--- config.mk ---
export PLATFORM = sky130hd
export DESIGN_NAME = slpr_top
export DESIGN_NICKNAME = d
export VERILOG_FILES = /design/src/include/slpr_pkg.sv /design/src/hdl/slpr_top.sv /design/src/hdl/slpr_keep_reg.sv /design/src/hdl/slpr_axil.sv
export SDC_FILE = /design/constraint.sdc
export NUM_CORES = 1
export LEC_CHECK = 0
export BUFFER_PORTS_ARGS = -buffer_cell sky130_fd_sc_hd__buf_2
export CAP_MARGIN = 0
export CORE_MARGIN = 2
export CORE_UTILIZATION = 45
export CTS_BUF_LIST = sky130_fd_sc_hd__clkbuf_8
export DETAILED_ROUTE_END_ITERATION = 8
export GPL_TIMING_DRIVEN = 0
export PLACE_DENSITY = 0.66
export SLEW_MARGIN = 20
export SYNTH_ARGS = -nofsm -noshare
export SYNTH_HDL_FRONTEND = slang
export SYNTH_SLANG_ARGS = --single-unit
--- constraint.sdc ---
create_clock -name clock -period 2.5 [get_ports clock]
set_clock_uncertainty 0.2 [all_clocks]
set_input_delay 0.25 -clock clock [delete_from_list [all_inputs] [get_ports clock]]
set_output_delay 0.25 -clock clock [all_outputs]
set_load 0.005 [all_outputs]
--- src/include/slpr_pkg.sv ---
// package: register map, encodings and reset values for link power and setting retention
package slpr_pkg;
  // register byte offsets
  localparam logic [7:0] OFF_CTRL = 8'h00;
  localparam logic [7:0] OFF_STATUS = 8'h04;
  localparam logic [7:0] OFF_FEAT = 8'h08;
  localparam logic [7:0] OFF_CMD = 8'h0C;
  localparam logic [7:0] OFF_GEOM = 8'h10;
  localparam logic [7:0] OFF_STBY = 8'h14;
  localparam logic [7:0] OFF_MAXLO = 8'h18;
  localparam logic [7:0] OFF_MAXHI = 8'h1C;
  localparam logic [7:0] OFF_SEC = 8'h20;
  localparam logic [7:0] OFF_XFER = 8'h24;
  localparam logic [7:0] OFF_SLOG = 8'h28;
  // ctrl bit positions
  localparam int CTRL_PARTEN = 0;
  localparam int CTRL_SLUMEN = 1;
  localparam int CTRL_HPART = 2;
  localparam int CTRL_HSLUM = 3;
  localparam int CTRL_LPSUP = 4;
  localparam int CTRL_SUPALL = 5;
  // set features subcommands
  localparam logic [7:0] SF_WCE_ON = 8'h02;
  localparam logic [7:0] SF_XFER = 8'h03;
  localparam logic [7:0] SF_APM_ON = 8'h05;
  localparam logic [7:0] SF_RET_ON = 8'h06;
  localparam logic [7:0] SF_DIPM_ON = 8'h10;
  localparam logic [7:0] SF_RLA_ON = 8'h55;
  localparam logic [7:0] SF_REV_OFF = 8'h66;
  localparam logic [7:0] SF_WCE_OFF = 8'h82;
  localparam logic [7:0] SF_APM_OFF = 8'h85;
  localparam logic [7:0] SF_RET_OFF = 8'h86;
  localparam logic [7:0] SF_DIPM_OFF = 8'h90;
  localparam logic [7:0] SF_RLA_OFF = 8'hAA;
  localparam logic [7:0] SF_REV_ON = 8'hCC;
  // feat register bit positions
  localparam int FT_RET = 0;
  localparam int FT_DIPM = 1;
  localparam int FT_WCE = 2;
  localparam int FT_APM = 3;
  localparam int FT_RLA = 4;
  localparam int FT_REV = 5;
  localparam int FT_SANF = 6;
  localparam int FT_APML = 8;
  localparam int FT_MULT = 16;
  // reset values of retained settings, and axi response codes
  localparam logic [31:0] FEAT_RST = 32'h0000_0001;
  localparam logic [31:0] CTRL_RST = 32'h0000_0030;
  localparam logic [31:0] WORD_RST = 32'h0000_0000;
  localparam logic [1:0] RESP_OKAY = 2'h0;
  localparam logic [1:0] RESP_SLVERR = 2'h2;
  typedef enum logic [1:0] {LINK_ACTIVE, LINK_PARTIAL, LINK_SLUMBER} slpr_link_t;
endpackage : slpr_pkg

--- src/hdl/slpr_top.sv ---
// top: link power requests, low-power link states and retained settings
// Functional notes
// entering a power saving mode below idle starts a link power request
// partial request only when partial enabled and host reports partial capability
// slumber request only when slumber enabled and host reports slumber capability
// with low power enabled, host low power requests are accepted with ack; the code acks only a request whose own mode is enabled and host capable
// supported but disabled low power: every host request is refused with nak
// in partial state, wake and reset out-of-band sequences are still detected
// partial state holds, quiet link, until valid wake or reset arrives
// in slumber state, wake and reset out-of-band sequences are still detected
// slumber state holds, quiet link, until valid wake or reset arrives
// link reset acts as hardware reset, including unrequested ones after signal loss
// set features 06h turns retention on, 86h turns it off
// retention is on by default
// only settings of implemented features are kept; a strap selects support; the code uses ctrl bit CTRL_SUPALL instead and keeps all words or none
// geometry, standby timer and stream error logs survive link reset
// security state, frozen flag and unlock counter survive link reset
// last maximum block address survives link reset
// device-initiated power management enable survives link reset
// write cache enable survives link reset
// transfer mode selections survive link reset
// advanced power management enable and level survive link reset
// read look-ahead and revert-to-defaults enables survive link reset
// multiple block size and sanitize frozen state survive link reset
// retained storage ignores link reset while on; power-on reset restores defaults
`timescale 1ns/10ps
module slpr_top
  import slpr_pkg::*;
(
  // clock and reset
  input wire logic clock,
  input wire logic reset_n,
  // axi4-lite slave
  input wire logic [7:0] awaddr,
  input wire logic awvalid,
  output logic awready,
  input wire logic [31:0] wdata,
  input wire logic [3:0] wstrb,
  input wire logic wvalid,
  output logic wready,
  output logic [1:0] bresp,
  output logic bvalid,
  input wire logic bready,
  input wire logic [7:0] araddr,
  input wire logic arvalid,
  output logic arready,
  output logic [31:0] rdata,
  output logic [1:0] rresp,
  output logic rvalid,
  input wire logic rready,
  // drive power state
  input wire logic deepSave,
  // link primitive events from the phy
  input wire logic hostReqPartial,
  input wire logic hostReqSlumber,
  input wire logic devAckSeen,
  input wire logic devNakSeen,
  input wire logic comWake,
  input wire logic comReset,
  // link primitive requests to the phy
  output logic sendReqPartial,
  output logic sendReqSlumber,
  output logic sendAck,
  output logic sendNak,
  output logic quietLink,
  output logic [1:0] linkState,
  output logic hwReset
);
  import slpr_pkg::*;
  slpr_link_t state_reg;
  logic [31:0] ctrl_reg;
  logic [31:0] feat_reg;
  logic pending_reg;
  logic prevSave_reg;
  logic wrStb;
  logic [7:0] wrAddr;
  logic [31:0] wrData;
  logic [7:0] rdAddr;
  logic [31:0] rdWord;
  logic rdOk;
  logic wrOk;
  logic keepOn;
  logic lowEn;
  logic canPartial;
  logic canSlumber;
  logic [31:0] keepVal [0:6];
  logic [7:0] sub;
  assign keepOn = feat_reg[FT_RET] && ctrl_reg[CTRL_SUPALL];
  assign lowEn = ctrl_reg[CTRL_PARTEN] || ctrl_reg[CTRL_SLUMEN];
  assign canPartial = ctrl_reg[CTRL_PARTEN] && ctrl_reg[CTRL_HPART];
  assign canSlumber = ctrl_reg[CTRL_SLUMEN] && ctrl_reg[CTRL_HSLUM];
  assign sub = wrData[7:0];
  assign linkState = state_reg;
  assign quietLink = (state_reg != LINK_ACTIVE);
  assign hwReset = comReset;

  slpr_axil u_bus (
    .clock(clock), .reset_n(reset_n),
    .awaddr(awaddr), .awvalid(awvalid), .awready(awready),
    .wdata(wdata), .wstrb(wstrb), .wvalid(wvalid), .wready(wready),
    .bresp(bresp), .bvalid(bvalid), .bready(bready),
    .araddr(araddr), .arvalid(arvalid), .arready(arready),
    .rdata(rdata), .rresp(rresp), .rvalid(rvalid), .rready(rready),
    .wrStb(wrStb), .wrAddr(wrAddr), .wrData(wrData), .wrOk(wrOk),
    .rdAddr(rdAddr), .rdWord(rdWord), .rdOk(rdOk)
  );

  // retained words: geometry, standby, max lo, max hi, security, transfer, stream log
  genvar gi;
  generate
    for (gi = 0; gi < 7; gi++)
    begin : g_keep
      localparam logic [7:0] OFFS = OFF_GEOM + 8'(4 * gi);
      slpr_keep_reg #(.RST_VAL(WORD_RST)) u_keep (
        .clock(clock), .reset_n(reset_n), .comReset(comReset), .keepOn(keepOn),
        .wrEn(wrStb && wrAddr == OFFS), .wrData(wrData), .value(keepVal[gi])
      );
    end
  endgenerate

  // control register, untouched by link reset; only reset_n reloads CTRL_RST
  always_ff @(posedge clock or negedge reset_n)
  begin
    if (!reset_n)
      ctrl_reg <= CTRL_RST;
    else if (wrStb && wrAddr == OFF_CTRL)
      ctrl_reg <= wrData;
  end

  // feature settings from set features subcommands
  always_ff @(posedge clock or negedge reset_n)
  begin
    if (!reset_n)
      feat_reg <= FEAT_RST;
    else if (comReset && !keepOn)
      feat_reg <= FEAT_RST;
    else if (wrStb && wrAddr == OFF_CMD)
    begin
      case (sub)
        SF_RET_ON: feat_reg[FT_RET] <= 1'b1;
        SF_RET_OFF: feat_reg[FT_RET] <= 1'b0;
        SF_DIPM_ON: feat_reg[FT_DIPM] <= 1'b1;
        SF_DIPM_OFF: feat_reg[FT_DIPM] <= 1'b0;
        SF_WCE_ON: feat_reg[FT_WCE] <= 1'b1;
        SF_WCE_OFF: feat_reg[FT_WCE] <= 1'b0;
        SF_APM_ON:
        begin
          feat_reg[FT_APM] <= 1'b1;
          feat_reg[FT_APML +: 8] <= wrData[15:8];
        end
        SF_APM_OFF: feat_reg[FT_APM] <= 1'b0;
        SF_RLA_ON: feat_reg[FT_RLA] <= 1'b1;
        SF_RLA_OFF: feat_reg[FT_RLA] <= 1'b0;
        SF_REV_ON: feat_reg[FT_REV] <= 1'b1;
        SF_REV_OFF: feat_reg[FT_REV] <= 1'b0;
        default: feat_reg <= feat_reg;
      endcase
    end
    else if (wrStb && wrAddr == OFF_FEAT)
    begin
      feat_reg[FT_SANF] <= wrData[FT_SANF];
      feat_reg[FT_MULT +: 8] <= wrData[FT_MULT +: 8];
    end
  end

  // link power state
  always_ff @(posedge clock or negedge reset_n)
  begin
    if (!reset_n)
      state_reg <= LINK_ACTIVE;
    else if (comReset || comWake)
      state_reg <= LINK_ACTIVE;
    else
    begin
      case (state_reg)
        LINK_ACTIVE:
        begin
          if ((hostReqPartial && lowEn && canPartial) || (devAckSeen && sendReqPartial))
            state_reg <= LINK_PARTIAL;
          else if ((hostReqSlumber && lowEn && canSlumber) ||
                   (devAckSeen && sendReqSlumber))
            state_reg <= LINK_SLUMBER;
        end
        LINK_PARTIAL: state_reg <= LINK_PARTIAL;
        LINK_SLUMBER: state_reg <= LINK_SLUMBER;
        default: state_reg <= LINK_ACTIVE;
      endcase
    end
  end

  // device-initiated requests
  always_ff @(posedge clock or negedge reset_n)
  begin
    if (!reset_n)
    begin
      pending_reg <= 1'b0;
      prevSave_reg <= 1'b0;
    end
    else
    begin
      prevSave_reg <= deepSave;
      if (comReset || comWake || devAckSeen || devNakSeen || state_reg != LINK_ACTIVE)
        pending_reg <= 1'b0;
      if (deepSave && !prevSave_reg && feat_reg[FT_DIPM] && (canPartial || canSlumber))
        pending_reg <= 1'b1;
    end
  end
  assign sendReqSlumber = pending_reg && canSlumber;
  assign sendReqPartial = pending_reg && !canSlumber && canPartial;

  // answers to host requests
  always_ff @(posedge clock or negedge reset_n)
  begin
    if (!reset_n)
    begin
      sendAck <= 1'b0;
      sendNak <= 1'b0;
    end
    else
    begin
      sendAck <= state_reg == LINK_ACTIVE && !comReset && !comWake &&
                 ((hostReqPartial && lowEn && canPartial) ||
                  (hostReqSlumber && lowEn && canSlumber));
      sendNak <= state_reg == LINK_ACTIVE && !comReset && !comWake &&
                 ((hostReqPartial && !(lowEn && canPartial)) ||
                  (hostReqSlumber && !(lowEn && canSlumber)));
    end
  end

  // register decode
  always_comb
  begin
    rdOk = 1'b1;
    case (rdAddr)
      OFF_CTRL: rdWord = ctrl_reg;
      OFF_STATUS: rdWord = {28'h0000000, pending_reg, keepOn, state_reg};
      OFF_FEAT: rdWord = feat_reg;
      OFF_CMD: rdWord = 32'h0000_0000;
      OFF_GEOM: rdWord = keepVal[0];
      OFF_STBY: rdWord = keepVal[1];
      OFF_MAXLO: rdWord = keepVal[2];
      OFF_MAXHI: rdWord = keepVal[3];
      OFF_SEC: rdWord = keepVal[4];
      OFF_XFER: rdWord = keepVal[5];
      OFF_SLOG: rdWord = keepVal[6];
      default:
      begin
        rdWord = 32'h0000_0000;
        rdOk = 1'b0;
      end
    endcase
  end
  assign wrOk = wrAddr <= OFF_SLOG && wrAddr != OFF_STATUS && wrAddr[1:0] == 2'b00;

  // checks
  property p_part_hold;
    @(posedge clock) disable iff (!reset_n)
    (state_reg == LINK_PARTIAL && !comWake && !comReset) |=> state_reg == LINK_PARTIAL;
  endproperty
  a_part_hold: assert property (p_part_hold) else $error("partial left early");
  property p_slum_hold;
    @(posedge clock) disable iff (!reset_n)
    (state_reg == LINK_SLUMBER && !comWake && !comReset) |=> state_reg == LINK_SLUMBER;
  endproperty
  a_slum_hold: assert property (p_slum_hold) else $error("slumber left early");
  property p_wake;
    @(posedge clock) disable iff (!reset_n)
    (state_reg != LINK_ACTIVE && (comWake || comReset)) |=> state_reg == LINK_ACTIVE;
  endproperty
  a_wake: assert property (p_wake) else $error("wake not detected");
  property p_nak;
    @(posedge clock) disable iff (!reset_n)
    (state_reg == LINK_ACTIVE && !comReset && !comWake && hostReqSlumber && !lowEn)
      |=> sendNak && !sendAck;
  endproperty
  a_nak: assert property (p_nak) else $error("disabled request not refused");
  property p_ack;
    @(posedge clock) disable iff (!reset_n)
    sendAck |-> $past(lowEn);
  endproperty
  a_ack: assert property (p_ack) else $error("ack while disabled");
  property p_reqp;
    @(posedge clock) disable iff (!reset_n)
    sendReqPartial |-> ctrl_reg[CTRL_PARTEN] && ctrl_reg[CTRL_HPART];
  endproperty
  a_reqp: assert property (p_reqp) else $error("partial request not allowed");
  property p_reqs;
    @(posedge clock) disable iff (!reset_n)
    sendReqSlumber |-> ctrl_reg[CTRL_SLUMEN] && ctrl_reg[CTRL_HSLUM];
  endproperty
  a_reqs: assert property (p_reqs) else $error("slumber request not allowed");
  property p_keep;
    @(posedge clock) disable iff (!reset_n)
    (comReset && keepOn && !wrStb) |=> $stable(feat_reg) && $stable(keepVal[4]);
  endproperty
  a_keep: assert property (p_keep) else $error("setting lost on link reset");
  property p_start;
    @(posedge clock) disable iff (!reset_n)
    (deepSave && !prevSave_reg && feat_reg[FT_DIPM] && canSlumber && !comReset)
      |=> pending_reg;
  endproperty
  a_start: assert property (p_start) else $error("no device request");
  c_part: cover property (@(posedge clock) disable iff (!reset_n)
    state_reg == LINK_PARTIAL ##1 state_reg == LINK_ACTIVE);
  c_slum: cover property (@(posedge clock) disable iff (!reset_n)
    state_reg == LINK_SLUMBER);
  c_nak: cover property (@(posedge clock) disable iff (!reset_n) sendNak);
  c_keep: cover property (@(posedge clock) disable iff (!reset_n) comReset && keepOn);
endmodule : slpr_top

--- src/hdl/slpr_keep_reg.sv ---
// one retained 32-bit setting word
`timescale 1ns/10ps
module slpr_keep_reg
  import slpr_pkg::*;
#(
  parameter logic [31:0] RST_VAL = 32'h0000_0000
)
(
  // clock and resets
  input wire logic clock,
  input wire logic reset_n,
  input wire logic comReset,
  input wire logic keepOn,
  // update
  input wire logic wrEn,
  input wire logic [31:0] wrData,
  // value
  output logic [31:0] value
);
  always_ff @(posedge clock or negedge reset_n)
  begin
    if (!reset_n)
      value <= RST_VAL;
    else if (comReset && !keepOn)
      value <= RST_VAL;
    else if (wrEn)
      value <= wrData;
  end
endmodule : slpr_keep_reg

--- src/hdl/slpr_axil.sv ---
// axi4-lite slave front end, one word per register
`timescale 1ns/10ps
module slpr_axil
  import slpr_pkg::*;
(
  // clock and reset
  input wire logic clock,
  input wire logic reset_n,
  // axi write
  input wire logic [7:0] awaddr,
  input wire logic awvalid,
  output logic awready,
  input wire logic [31:0] wdata,
  input wire logic [3:0] wstrb,
  input wire logic wvalid,
  output logic wready,
  output logic [1:0] bresp,
  output logic bvalid,
  input wire logic bready,
  // axi read
  input wire logic [7:0] araddr,
  input wire logic arvalid,
  output logic arready,
  output logic [31:0] rdata,
  output logic [1:0] rresp,
  output logic rvalid,
  input wire logic rready,
  // register side
  output logic wrStb,
  output logic [7:0] wrAddr,
  output logic [31:0] wrData,
  input wire logic wrOk,
  output logic [7:0] rdAddr,
  input wire logic [31:0] rdWord,
  input wire logic rdOk
);
  logic awHave_reg;
  logic wHave_reg;
  logic [7:0] awAddr_reg;
  logic [31:0] wData_reg;
  logic [3:0] wStrb_reg;
  assign awready = !awHave_reg && !bvalid;
  assign wready = !wHave_reg && !bvalid;
  assign arready = !rvalid;
  assign wrStb = awHave_reg && wHave_reg && !bvalid && (wStrb_reg == 4'hF);
  assign wrAddr = awAddr_reg;
  assign wrData = wData_reg;
  assign rdAddr = araddr;
  always_ff @(posedge clock or negedge reset_n)
  begin
    if (!reset_n)
    begin
      awHave_reg <= 1'b0;
      wHave_reg <= 1'b0;
      awAddr_reg <= 8'h00;
      wData_reg <= 32'h0000_0000;
      wStrb_reg <= 4'h0;
      bvalid <= 1'b0;
      bresp <= RESP_OKAY;
    end
    else if (bvalid)
    begin
      if (bready)
        bvalid <= 1'b0;
    end
    else if (awHave_reg && wHave_reg)
    begin
      awHave_reg <= 1'b0;
      wHave_reg <= 1'b0;
      bvalid <= 1'b1;
      bresp <= (wrOk && wStrb_reg == 4'hF) ? RESP_OKAY : RESP_SLVERR;
    end
    else
    begin
      if (awvalid && awready)
      begin
        awHave_reg <= 1'b1;
        awAddr_reg <= awaddr;
      end
      if (wvalid && wready)
      begin
        wHave_reg <= 1'b1;
        wData_reg <= wdata;
        wStrb_reg <= wstrb;
      end
    end
  end
  always_ff @(posedge clock or negedge reset_n)
  begin
    if (!reset_n)
    begin
      rvalid <= 1'b0;
      rdata <= 32'h0000_0000;
      rresp <= RESP_OKAY;
    end
    else if (rvalid)
    begin
      if (rready)
        rvalid <= 1'b0;
    end
    else if (arvalid)
    begin
      rvalid <= 1'b1;
      rdata <= rdOk ? rdWord : 32'h0000_0000;
      rresp <= rdOk ? RESP_OKAY : RESP_SLVERR;
    end
  end
endmodule : slpr_axil

==> metrics.txt <==
post-synth cell types just over 60; Synth Area in XOR/XNOR 0%; max FFs per register 224; initial core utilization between 40% and 50%; Placed Cells incl. Taps 2429; drt total wl 63910 um; Setup CP Type in -> reg; WL/cell between 20 and 25 um; core area between 0.03 and 0.04 mm2; Syn-to-layout area delta 20.95%; GR Overflow Total 0; Layout Cells excl Fill 2611; clk sinks 367; post-route minimum period ~2.5 ns; Die ar. about 0.04 mm2; top-area cell type share of the netlist area about 53%; Max stage delay cell, worst path buf_2; power density cells approximately 730 mW/mm2; WP data required about 2.8 ns; Vias 15596; vias in the first global route 15001; Slew HR about 26%; Yosys warnings 0; Mapped Area between 0.015 and 0.02 mm2; Compound-Gate Fraction of Synth Area between 10% and 20%; sum of buffers and inverters on the critical path 4; Syn Area/Cell about 9.5 um2; Hold Violations, Final 0; first-pass GRT wire length about 94000 um; total iterations of the first detailed-routing run 7; flop2flop setup slack 0.06 ns; gate count of the mapped netlist between 1500 and 2000; # IOs around 120; CTS tree built; FFs w/ async S/R, synth 100.0%; DRC Markers 0; pin count of the biggest net entering global routing between 90 and 100; total track usage around a third; post-synthesis adder-cell area fraction 0%; Psw just under 5000 uW; Synth Flop Type dfrtp_1; Arrival @ worst endpoint 2.81 ns; fraction of layout cells with a size suffix above 1 20.49%; Setup TNS -0.02050 ns; mux share of post-synthesis cell area roughly 9.2%; post-synth top area cell dfrtp_1; Final nets 2116; EDFF count, synth 0; HP Class in -> async; CTS Root Cell clkbuf_8; Comb pwr share 18.7%; initial antenna violation count 2; starting DRC count in detailed routing roughly 1900; CP max stage delay 0.48 ns; Seq/Total Area, Yosys between 50 and 60%; clock share of power a little under two fifths; Post-Synth Simple-Gate Area between 10% and 20%; Rows 71; worst-path fanout max 10; Largest Register g_keep.u_keep.value; outcome finished, violations left; Leakage approximately 0.0089 uW; failing checks negative setup slack; Flop pwr share between 40% and 50%; #FFs+latches synth around 370; Max VDD drop 659.0 uV; DP HPWL between 40000 and 50000 um; family with the most delay on the worst path buffers and inverters; Crit path top cell by count buf_2; Design Area, Final slightly above 0.02 mm2; Hold WS approximately 0.024 ns; Clock Path Buffers 3; H-tree Lvls 3; Die X around 200 um; worst path cell trace buf_2 -> buf_2 -> nor2b_1 -> buf_2 -> buf_2 -> a22oi_1 -> nor2_1 -> nor3_1 -> o21ai_1; Post-DRT Antenna Nets 0; fill count between 3000 and 4000; Worst-path clk slew ~0.060 ns; top cells by area, synth dfrtp_1, nand2_1, a21oi_1; final setup fails 2; crit end category register; fmax ~0.40 GHz; CTS Buf Count 66; Max Cap Violations 0; Setup crit start kind input port; instance area at placement ~0.018 mm2; routed vias/inst around 6; Slew @ Worst Pin approximately 1.1 ns; switching share of total power a little under a third; worst skew pair latency 0.63 ns; largest family of logic cells by synthesized area simple AND/OR/NAND/NOR gates; Internal between 10000 and 15000 uW; Port Buffers 110; dpl ws -0.8021 ns; die span in y 198.6 um; gpl congestion 0.9642; post-route setup slack -0.01747 ns; Final Slew Violations 0; period utilisation layout 100.7%
cells in the mapped netlist (3+ instances only):
master	count
a22o_1	16
nand3b_1	11
mux2_1	13
nor4b_1	3
a211oi_1	18
o211ai_1	4
buf_2	45
nor4_2	5
inv_1	4
nand2_1	521
clkbuf_1	114
or3_1	8
o22ai_1	16
dfstp_2	3
mux2_2	82
buf_1	6
or4_1	6
a2bb2oi_1	6
nor4_1	10
a31oi_1	9
a21oi_1	263
a21o_1	6
a22oi_1	48
a222oi_1	7
o21ai_1	14
nand3_1	10
o2bb2ai_1	7
nor3_1	20
or2_2	6
nor2b_1	8
or4b_1	4
dfrtp_1	364
and4_1	3
buf_4	3
nor2_1	44
o21ai_0	10
and2_1	9
mux2i_1	46
layout by cell type, fill, tap and decap left out, types with 10 or more instances in the layout:
master         instances
a211oi_1              18
dlygate4sd3_1         58
a22oi_1               48
nand2_1              517
clkbuf_2              33
o21ai_1               14
o22ai_1               16
nand3b_1              11
nor3_1                17
clkbuf_1              66
buf_4                 27
dfrtp_1              364
mux2_2                82
a22o_1                16
inv_1                 35
o21ai_0               10
clkbuf_8              82
buf_2                147
nor2_1                41
mux2i_1               46
a21oi_1              263
mux2_1                13
worst paths after layout:
kind	from	to	depth (start not counted)
max	araddr[4]	u_bus.rdata[31]	9
min reg2reg	u_bus.rdata[22]	u_bus.rdata[22]	1
max in group asynchronous	reset_n	g_keep[4].u_keep.value[27]	5
max reg2reg	u_bus.wrAddr[0]	g_keep[0].u_keep.value[8]	7
min	reset_n	feat_reg[9]	3
min in group clock	deepSave	prevSave_reg	2
logic make-up after synthesis:
group	count (synthesis)
AO/OA/AOI/OAI	439
buffers and inverters	172
flip-flops	367
multiplexers	143
other	1
AND/OR/NAND/NOR	680
power groups by stage:
stage | combinational [uW] | clock (uW) | sequential (uW)
after floorplan | 1580 | 0 | 6670
after global placement | 2550 | 0 | 6710
after detailed placement | 2630 | 0 | 6730
after CTS | 2700 | 5640 | 6670
after global routing | 3000 | 5940 | 6740
final | 2820 | 5610 | 6680
worst register-to-register path, cell delays in order (launching register included):
cell     delay [ns]
dfrtp_1        0.43
nor4_4         0.26
buf_4          0.18
nand2_2        0.14
or4_1          0.63
buf_2          0.29
nand2_1        0.10
a21oi_1        0.07
timing repair:
| item | 4_1_cts | 5_1_grt |
|---|---|---|
| gates resized for setup | 50 | 64 |
| hold endpoints to repair | 253 | 0 |
| hold buffers | 59 | 0 |
| setup endpoints to repair | 283 | 274 |
| setup buffers | 5 | 7 |
| pin swaps | 3 | 6 |
routing by layer:
layer	vias to the layer above	track usage [%]	wire length [um]	share of wire, %
li1	6738	-	-	-
met1	7666	43.13	24540	38
met2	974	48.45	27800	44
met3	218	11.24	8368	13
met4	0	16.64	3199	5.0
met5	-	0	0	0
metrics by stage:
stage          total power (uW)  util [%]
2_1_floorplan              8242         -
3_3_place_gp               9256     48.64
3_5_place_dp               9353     49.09
4_1_cts                   15010     54.57
5_1_grt                   15680     54.98
6_report                  15110     54.98
cell type report:
cell class	instances	area, um2	area share (%)
clock inverter	35	161.4	0.7831
sequential	367	9188	44.58
multi-input combinational	1264	7326	35.54
timing repair buffer	186	1376	6.678
tap	511	639.4	3.102
inverter	4	15.01	0.07285
clock buffer	82	1129	5.476
buffer	161	774.5	3.758
antenna	1	2.502	0.01214
No activity file was read; power rests on OpenSTA's default activity.
